`src/hport_params.svh`:
```
// constants for the buffered host port handshake
// Summary of operation
// - transfer_active_n falls at first edge with select and strobe low, RAM free.
// - select and direction pass until first falling edge after grant, then latch.
// - direction sense follows dir_sense_cfg; low strap inverts read and write.
// - address and data pass until first rising edge after grant, then latch.
// - a late strobe may insert one extra clock before address latch; here a fixed synchroniser latency stands in instead.
// - extra clock delays handshake by one cycle; host holds buses longer.
// - all host inputs are asynchronous and synchronised inside.
// - read handshake follows grant by the timed delay.
// - read data driven from a rising edge before handshake falls.
// - strobe rising returns transfer_active_n and handshake_done_n high.
// - read data held briefly after strobe rises, then released.
// - contended host waits at most one internal transfer cycle.
`ifndef HPORT_PARAMS_SVH
`define HPORT_PARAMS_SVH
`define CLK_PERIOD_NS    20
`define READY_DELAY_NS   150
`define READY_CYCLES     (`READY_DELAY_NS / `CLK_PERIOD_NS)
`define RELEASE_CYCLES   2
`define MAX_WAIT_CYCLES  4
`endif

```
`src/hport_pkg.sv`:
```
// types for the buffered host port handshake
package hport_pkg;
  typedef enum logic [2:0] {
    ST_IDLE  = 3'h0,
    ST_GRANT = 3'h1,
    ST_LATCH = 3'h3,
    ST_WAIT  = 3'h2,
    ST_DONE  = 3'h6,
    ST_HOLD  = 3'h7
  } port_state_t;
endpackage : hport_pkg

```
`src/sync2.sv`:
```
// two flip-flop synchroniser for a bundle of levels
`timescale 1ns/10ps
module sync2 #(
  parameter int W = 1
) (
  input  wire logic         clk,
  input  wire logic         rst_n,
  input  wire logic [W-1:0] d,
  output logic      [W-1:0] q
);
  logic [W-1:0] meta_r;
  always_ff @(posedge clk or negedge rst_n) begin
    if (!rst_n) begin
      meta_r <= '0;
      q      <= '0;
    end else begin
      meta_r <= d;
      q      <= meta_r;
    end
  end
endmodule : sync2

```
`src/host_buffered_port_handshake.sv`:
```
// device side handshake of the 16-bit buffered host port
`timescale 1ns/10ps
`include "hport_params.svh"
module host_buffered_port_handshake
  import hport_pkg::*;
#(
  parameter int AW = 16,
  parameter int DW = 16
) (
  input  wire logic          clk,
  input  wire logic          rst_n,
  input  wire logic          select_n,
  input  wire logic          host_strobe_n,
  input  wire logic          mem_or_reg_sel,
  input  wire logic          direction,
  input  wire logic          dir_sense_cfg,
  input  wire logic [AW-1:0] host_addr_bus,
  input  wire logic [DW-1:0] host_data_bus_in,
  output logic      [DW-1:0] host_data_bus_out,
  output logic               host_data_bus_oe,
  output logic               transfer_active_n,
  output logic               handshake_done_n,
  input  wire logic          ram_busy,
  output logic               access_req,
  output logic               access_write,
  output logic               access_mem,
  output logic      [AW-1:0] access_addr,
  output logic      [DW-1:0] access_wdata,
  input  wire logic [DW-1:0] access_rdata
);
  localparam int SW = 5 + AW + DW;
  localparam logic [3:0] RDY_CNT = 4'(`READY_CYCLES);
  localparam logic [3:0] REL_CNT = 4'(`RELEASE_CYCLES);
  localparam logic [3:0] MAXW    = 4'(`MAX_WAIT_CYCLES);

  logic [SW-1:0] sync_q;
  logic          sel_on, stb_on, sense_s, mrs_s, dir_s;
  logic [AW-1:0] addr_s;
  logic [DW-1:0] data_s;

  // select and strobe enter inverted so the synchroniser's reset value reads as idle
  sync2 #(.W(SW)) u_sync (
    .clk   (clk),
    .rst_n (rst_n),
    .d     ({~select_n, ~host_strobe_n, dir_sense_cfg, mem_or_reg_sel, direction,
             host_addr_bus, host_data_bus_in}),
    .q     (sync_q)
  );
  assign {sel_on, stb_on, sense_s, mrs_s, dir_s, addr_s, data_s} = sync_q;

  // select and direction latch on the falling edge after grant
  logic mrs_neg_r, rd_neg_r, cap_neg_r;
  always_ff @(negedge clk or negedge rst_n) begin
    if (!rst_n) begin
      mrs_neg_r <= 1'b0;
      rd_neg_r  <= 1'b0;
      cap_neg_r <= 1'b0;
    end else begin
      cap_neg_r <= !transfer_active_n;
      if (!transfer_active_n && !cap_neg_r) begin
        mrs_neg_r <= mrs_s;
        rd_neg_r  <= (dir_s == sense_s);
      end
    end
  end

  typedef struct packed {
    port_state_t   st;
    logic [3:0]    cnt;
    logic [3:0]    wait_cnt;
    logic          act_n;
    logic          rdy_n;
    logic          oe;
    logic [DW-1:0] dout;
    logic          req;
    logic          wr;
    logic          mem;
    logic [AW-1:0] addr;
    logic [DW-1:0] wdata;
  } port_t;

  port_t s_r, s_nxt;

  always_comb begin
    s_nxt     = s_r;
    s_nxt.req = 1'b0;
    case (s_r.st)
      ST_IDLE: begin
        s_nxt.cnt = 4'h0;
        if (!s_r.oe)
          s_nxt.dout = '0;
        if (s_r.cnt != 4'h0 || s_r.oe) begin
          s_nxt.cnt = (s_r.cnt == 4'h0) ? 4'h0 : s_r.cnt - 4'h1;
        end
        if (sel_on && stb_on) begin
          if (!ram_busy || s_r.wait_cnt >= MAXW) begin
            s_nxt.st       = ST_GRANT;
            s_nxt.act_n    = 1'b0;
            s_nxt.wait_cnt = 4'h0;
            s_nxt.cnt      = 4'h1;
          end else begin
            s_nxt.wait_cnt = s_r.wait_cnt + 4'h1;
          end
        end
      end
      ST_GRANT: begin
        // fixed synchroniser latency stands in for the optional extra clock
        s_nxt.addr  = addr_s;
        s_nxt.wdata = data_s;
        s_nxt.st    = ST_LATCH;
      end
      ST_LATCH: begin
        s_nxt.mem = mrs_neg_r;
        s_nxt.wr  = !rd_neg_r;
        s_nxt.req = 1'b1;
        s_nxt.st  = ST_WAIT;
      end
      ST_WAIT: begin
        s_nxt.cnt = s_r.cnt + 4'h1;
        if (!s_r.wr) begin
          s_nxt.dout = access_rdata;
          s_nxt.oe   = 1'b1;
        end
        if (s_r.cnt >= RDY_CNT - 4'h1) begin
          s_nxt.rdy_n = 1'b0;
          s_nxt.st    = ST_DONE;
        end
        if (!stb_on)
          s_nxt.st = ST_DONE;
      end
      ST_DONE: begin
        if (!stb_on) begin
          s_nxt.act_n = 1'b1;
          s_nxt.rdy_n = 1'b1;
          s_nxt.cnt   = REL_CNT;
          s_nxt.st    = ST_HOLD;
        end
      end
      ST_HOLD: begin
        s_nxt.cnt = s_r.cnt - 4'h1;
        if (s_r.cnt <= 4'h1) begin
          s_nxt.oe  = 1'b0;
          s_nxt.cnt = 4'h0;
          s_nxt.st  = ST_IDLE;
        end
      end
      default: s_nxt.st = ST_IDLE;
    endcase
  end

  always_ff @(posedge clk or negedge rst_n) begin
    if (!rst_n) begin
      s_r       <= '0;
      s_r.st    <= ST_IDLE;
      s_r.act_n <= 1'b1;
      s_r.rdy_n <= 1'b1;
    end else begin
      s_r <= s_nxt;
    end
  end

  assign transfer_active_n = s_r.act_n;
  assign handshake_done_n  = s_r.rdy_n;
  assign host_data_bus_out = s_r.dout;
  assign host_data_bus_oe  = s_r.oe;
  assign access_req        = s_r.req;
  assign access_write      = s_r.wr;
  assign access_mem        = s_r.mem;
  assign access_addr       = s_r.addr;
  assign access_wdata      = s_r.wdata;

  grant_needs_strobe_a: assert property (@(posedge clk) disable iff (!rst_n)
    $fell(transfer_active_n) |-> $past(sel_on && stb_on))
    else $error("grant without select and strobe");

  ready_after_grant_a: assert property (@(posedge clk) disable iff (!rst_n)
    $fell(handshake_done_n) |-> !transfer_active_n)
    else $error("handshake without grant");

  release_on_strobe_a: assert property (@(posedge clk) disable iff (!rst_n)
    (s_r.st == ST_DONE && !stb_on) |=> (transfer_active_n && handshake_done_n))
    else $error("strobe rise did not end cycle");

  read_data_first_a: assert property (@(posedge clk) disable iff (!rst_n)
    ($fell(handshake_done_n) && !access_write) |-> host_data_bus_oe)
    else $error("read data not driven before handshake");

  write_before_ready_a: assert property (@(posedge clk) disable iff (!rst_n)
    access_req |-> (handshake_done_n && !transfer_active_n))
    else $error("write not stored before handshake");

  bus_released_a: assert property (@(posedge clk) disable iff (!rst_n)
    $rose(transfer_active_n) |-> ##[1:4] !host_data_bus_oe)
    else $error("data bus not released");

  wait_bounded_a: assert property (@(posedge clk) disable iff (!rst_n)
    s_r.wait_cnt <= MAXW)
    else $error("host wait unbounded");

  latch_stable_a: assert property (@(posedge clk) disable iff (!rst_n)
    (s_r.st == ST_WAIT) |-> $stable(access_addr))
    else $error("address changed after latch");

  idle_lines_high_a: assert property (@(posedge clk) disable iff (!rst_n)
    (s_r.st == ST_IDLE) |-> (transfer_active_n && handshake_done_n))
    else $error("handshake low while idle");

  grant_state_a: assert property (@(posedge clk) disable iff (!rst_n)
    $fell(transfer_active_n) |-> (s_r.st == ST_GRANT))
    else $error("grant outside grant state");

  addr_latch_a: assert property (@(posedge clk) disable iff (!rst_n)
    (s_r.st == ST_GRANT) |=> (access_addr == $past(addr_s)))
    else $error("address not latched at grant edge");

  data_latch_a: assert property (@(posedge clk) disable iff (!rst_n)
    (s_r.st == ST_GRANT) |=> (access_wdata == $past(data_s)))
    else $error("data not latched at grant edge");

  req_after_latch_a: assert property (@(posedge clk) disable iff (!rst_n)
    (s_r.st == ST_LATCH) |=> access_req)
    else $error("access not issued after latch");

  req_single_a: assert property (@(posedge clk) disable iff (!rst_n)
    access_req |=> !access_req)
    else $error("access request longer than one cycle");

  mode_latched_a: assert property (@(posedge clk) disable iff (!rst_n)
    access_req |-> (access_mem == mrs_neg_r))
    else $error("select not taken from falling edge latch");

  ready_delay_a: assert property (@(posedge clk) disable iff (!rst_n)
    $fell(handshake_done_n) |-> ($past(transfer_active_n, 9) && !$past(transfer_active_n, 8)))
    else $error("handshake delay wrong");

  drive_on_read_a: assert property (@(posedge clk) disable iff (!rst_n)
    host_data_bus_oe |-> !access_write)
    else $error("data bus driven on a write");

  done_in_cycle_a: assert property (@(posedge clk) disable iff (!rst_n)
    !handshake_done_n |-> !transfer_active_n)
    else $error("handshake low outside transfer");

  hold_ended_a: assert property (@(posedge clk) disable iff (!rst_n)
    (s_r.st == ST_HOLD) |-> transfer_active_n)
    else $error("transfer active during release");
endmodule : host_buffered_port_handshake

```
`config.mk`:
```
export PLATFORM = sky130hd
export DESIGN_NAME = host_buffered_port_handshake
export DESIGN_NICKNAME = d
export VERILOG_FILES = /design/src/hport_pkg.sv /design/src/sync2.sv /design/src/host_buffered_port_handshake.sv
export VERILOG_INCLUDE_DIRS = /design/src
export SDC_FILE = /design/constraint.sdc
export NUM_CORES = 1
export LEC_CHECK = 0
export BUFFER_PORTS_ARGS = -buffer_cell sky130_fd_sc_hd__buf_2
export CELL_PAD_IN_SITES_DETAIL_PLACEMENT = 0
export CELL_PAD_IN_SITES_GLOBAL_PLACEMENT = 1
export CORE_MARGIN = 2
export CORE_UTILIZATION = 43
export CTS_CLUSTER_DIAMETER = 120
export DETAILED_ROUTE_END_ITERATION = 10
export PLACE_DENSITY = 0.77
export SLEW_MARGIN = 0
export SYNTH_ARGS = -nofsm -noshare
export SYNTH_HDL_FRONTEND = slang
export SYNTH_SLANG_ARGS = --single-unit
```
`constraint.sdc`:
```
create_clock -name clk -period 1.9 [get_ports clk]
set_input_delay 0.57 -clock clk [delete_from_list [all_inputs] [get_ports clk]]
set_output_delay 0.57 -clock clk [all_outputs]
set_load 0.1 [all_outputs]
```
## Yosys cells after proc, flatten, opt, wreduce, memory -nomap -nowiden

Cells that the tools add are included.

- Bits in registers: 142
- Input bits: 56
- Output and inout bits: 54
- Word-level logic and storage cells: 84

- Add/sub/neg operators: 3
- Order comparisons: 3
- Eq/ne operators: 14
- Mux-type cells: 22
- Bitwise operators: 2
- Reductions and logical operators: 23

Operators with widths:

| kind | count |
|---|---|
| one-hot mux 16 bit (2 select lines) | 1 |
| 2-to-1 mux 7 bit | 3 |
| one-hot mux 3 bit (6 select lines) | 1 |
| 2-to-1 mux 17 bit | 1 |
| 2-to-1 mux 16 bit | 1 |
| one-hot mux 4 bit (4 select lines) | 1 |
| inequality test 2 bit, second input constant | 7 |
| 2-to-1 mux 12 bit | 1 |
| 2-to-1 mux 4 bit | 3 |
| 2-to-1 mux 3 bit | 3 |
| AND reduction 3 bit | 3 |
| adder 4 x 1 -> 4 bit, second input constant | 2 |
| >= comparator 4 x 3 -> 1 bit, second input constant | 2 |
| nonzero test 2 bit | 4 |
| nonzero test 4 bit | 2 |
| == test 3 x 2 -> 1 bit, second input constant | 2 |
| == test 3 bit, second input constant | 2 |
| one-hot mux 1 bit (2 select lines) | 3 |
| AND reduction 5 bit | 1 |
| less-or-equal comparator 4 x 1 -> 1 bit, second input constant | 1 |
| zero test 1 bit | 4 |
| zero test 4 bit | 1 |
| AND reduction 2 bit | 2 |
| AND reduction 4 bit | 1 |
| other kinds (10) | 15 |

## Logic depth before layout (Yosys ltp)

- Word-level depth: 6
- Depth in mapped cells: 7
- Depth with buffers taken out: 7

## Hierarchy

Synthesis repeated with hierarchy kept, for this count alone.

- Cell total of the unflattened synthesis: 358
- Area, all modules: 5,172.5 µm²

By module, submodules not included:

| module | times used | cells each | area each (µm²) | seq. area each (µm²) |
|---|---|---|---|---|
| host_buffered_port_handshake | 1 | 284 | 3,320.7 | 1,704.1 |
| sync2 | 1 | 74 | 1,851.8 | 1,851.8 |

==> out/qor.txt <==
area leader, netlist: dfrtp_1
max cap viols: 0
total track usage: 0.149
critical path capture point type: flip-flop
Area Growth Syn to Fin: 19.3%
CTS max path bufs: 2
CP startpoint kind: flip-flop
FF-to-FF setup slack: -160 ps
RSZ-0062 raised after global routing: yes
global route total overflow: 0
final hold violations: 0
post-synthesis mux area share: 0.0763
xor/xnor share of the synthesized area: 0.00165
worst setup path startpoint: transfer_active_n$_DFFE_PN1P_
number of flops mapped to enable cells by yosys: 0
fill cell total of the finished layout: 1043
count of pins over their slew limit: 0
critical-path maximum fanout: 2
Top FF cell, synth: dfrtp_1
Worst-Margin Slew: 574 ps
TritonCTS buffer count: 17
synth top area cells: dfrtp_1 (65%), buf_4 (7.5%), mux2_2 (4.3%)
crit path to: mrs_neg_r$_DFFE_NN0P_
Yosys cell types: 51
launching point of the worst reg2reg path: transfer_active_n$_DFFE_PN1P_
setup slack after layout: -156 ps
Placement Setup Slack: -128 ps
row count: 40
ys async rst share: 1.00
Clock Skews: 22.7 ps
largest family of logic cells by synthesized area: buffers and inverters
Slew HR: 0.617
port bufs: 109
Yosys warning count: 0
path depth of the worst reg2reg path: 2
DR iter-0 viols: 207
Seq/Total Area, Yosys: 0.672
initial antenna violation count: 0
crit-path cells: nor2_4 -> mux2_2
clock-pin slew on the worst setup and hold paths: 60 ps
Arr. time, crit path: 1340 ps
Hold Buf Count CTS: 0
first-pass GRT wire length: 14800 um
GPL Wtd Cong: 0.864
Crit-path slowest cell: dfstp_4
Final ANT Viol Nets: 0
vias in the first global route: 3011
htree depth: 4
dpl hpwl: 5900 um
CTS tree: done
detailed-route DRC error count: 0
Worst Path Required: 1180 ps
outcome: finished with violations
starting density of the core: 0.441
Layout Nets: 533
Core Area: 12000 sq um
failing checks: setup timing
Synth Area in Compound Gates: 0.0662
antenna cells: 0
endpoints failing setup: 4
Placed Area: 5710 sq um
Final Cell Area: 6310 sq um
RR Endpoint: mrs_neg_r$_DFFE_NN0P_
Avg Cell Area, Syn: 13.5 sq um
Clock Tree Root: clkbuf_16
Synth Area in Adders: 0.0118
Synthesized Nets: 454
latest clock arrival within the worst-skew pair: 410 ps
First-pass DRT Iterations: 4
flops & latches, synth: 142
commonest non-fill, non-tap cells in the layout: dfrtp_1 (137), buf_2 (105), nand2_1 (49)
layout cells sized above 1: 0.382
clock tree sinks: 142
Via Count: 2981
critical path class: flip-flop to flip-flop
largest net degree at the start of global routing: 111
Setup Buffers After CTS: 0
share of the synthesized area in the top cell type: 0.648
io pins: 110
Min-Delay Path Class: input pin to async pin
Post-Syn Instances: 393
vias per cell: 4.72
DIE HEIGHT: 115 um
commonest non-fill, non-tap cell in the layout: dfrtp_1
full die area: 13200 sq um
Die Width: 115 um
synthesized cell area: 5290 sq um
overall routed net length: 8840 um
post-DR wirelength/cell: 14.0 um
Core Util, Final: 0.526
simple logic cell fraction of the synthesized area: 0.0801
crit-path max cell delay: 630 ps
[flip-flops by register name (all words and copies together), names as in the netlist, named ones only]
| signal | count |
|---|---|
| rd_neg_r | 1 |
| s_r | 10 |
| transfer_active_n | 1 |
| u_sync.q | 37 |
| access_addr | 16 |
| mrs_neg_r | 1 |
| access_write | 1 |
| access_mem | 1 |
| u_sync.meta_r | 37 |
| handshake_done_n | 1 |
| host_data_bus_oe | 1 |
| access_req | 1 |
| host_data_bus_out | 16 |
| access_wdata | 16 |
| cap_neg_r | 1 |
[repair_timing]
item                       4_1_cts  5_1_grt
resized for setup                1        1
setup endpoints to repair        5        5
pin swaps                        0        0
[worst min-delay path by stage]
stage	from	endpoint	slack, ps
after floorplan	rst_n	async pin	270
after global placement	u_sync.meta_r[15]$_DFF_PN0_	u_sync.q[15]$_DFF_PN0_	330
after detailed placement	u_sync.meta_r[8]$_DFF_PN0_	u_sync.q[8]$_DFF_PN0_	330
after CTS	rst_n	transfer_active_n$_DFFE_PN1P_	100
after global routing	rst_n	transfer_active_n$_DFFE_PN1P_	100
final	rst_n	transfer_active_n$_DFFE_PN1P_	120
[per-layer routing]
metal / GRT usage / vias up / wire length [um]
met1: 0.196 / 1454 / 3990
li1: - / 1426 / -
met3: 0.0532 / 13 / 489
met4: 0.0787 / 0 / 176
met2: 0.217 / 88 / 4190
met5: 0 / - / 0
[per-stage QoR]
step	cells	setup TNS, ps	hold WS (ps)
3_5_place_dp	600	-245	335
4_1_cts	631	-396	101
5_1_grt	631	-476	98.7
6_report	631	-330	117
3_3_place_gp	600	-214	332
2_1_floorplan	393	-692	274
[cell families (layout without fill, tap and decap cells)]
kind of cell               after synthesis  in the layout
and+or+nand+nor                         84             84
adders and majority gates                5              5
DFF                                    142            142
muxes                                   36             36
xor gates and xnor gates                 1              1
buffers and inverters                   69            160
AOI/OAI and AO/OA                       56             56
[worst max-delay path, delay by kind of cell, from the launching register on]
kind / cells / cell delay (ps)
DFF: 1 / 630
muxes: 1 / 260
and+or+nand+nor: 1 / 40
[layout make-up]
cell class / count / area [sq um] / share of cell area
Inverter: 8 / 30.0 / 0.00476
Clock inverter: 12 / 164 / 0.0260
Timing Repair Buffer: 121 / 687 / 0.109
Multi-Input combinational cell: 182 / 1260 / 0.199
Sequential cell: 142 / 3560 / 0.564
Clock buffer: 19 / 433 / 0.0686
Tap cell: 147 / 184 / 0.0291
[synth_stat cells, drive strengths merged (2+ instances only)]
master / n
dfrtp: 137
buf: 56
nand2: 50
mux2: 35
o21ai: 29
nor2: 12
a21oi: 9
inv: 8
clkbuf: 5
ha: 5
nand3: 5
nor3: 5
a211oi: 3
a21o: 3
dfrtn: 3
nand2b: 3
a31oi: 2
dfstp: 2
nand4: 2
nor2b: 2
o21a: 2
Power is left out: the tool's default activity adds up to more than one toggle a clock period on the data nets, which glitch-free logic cannot reach.
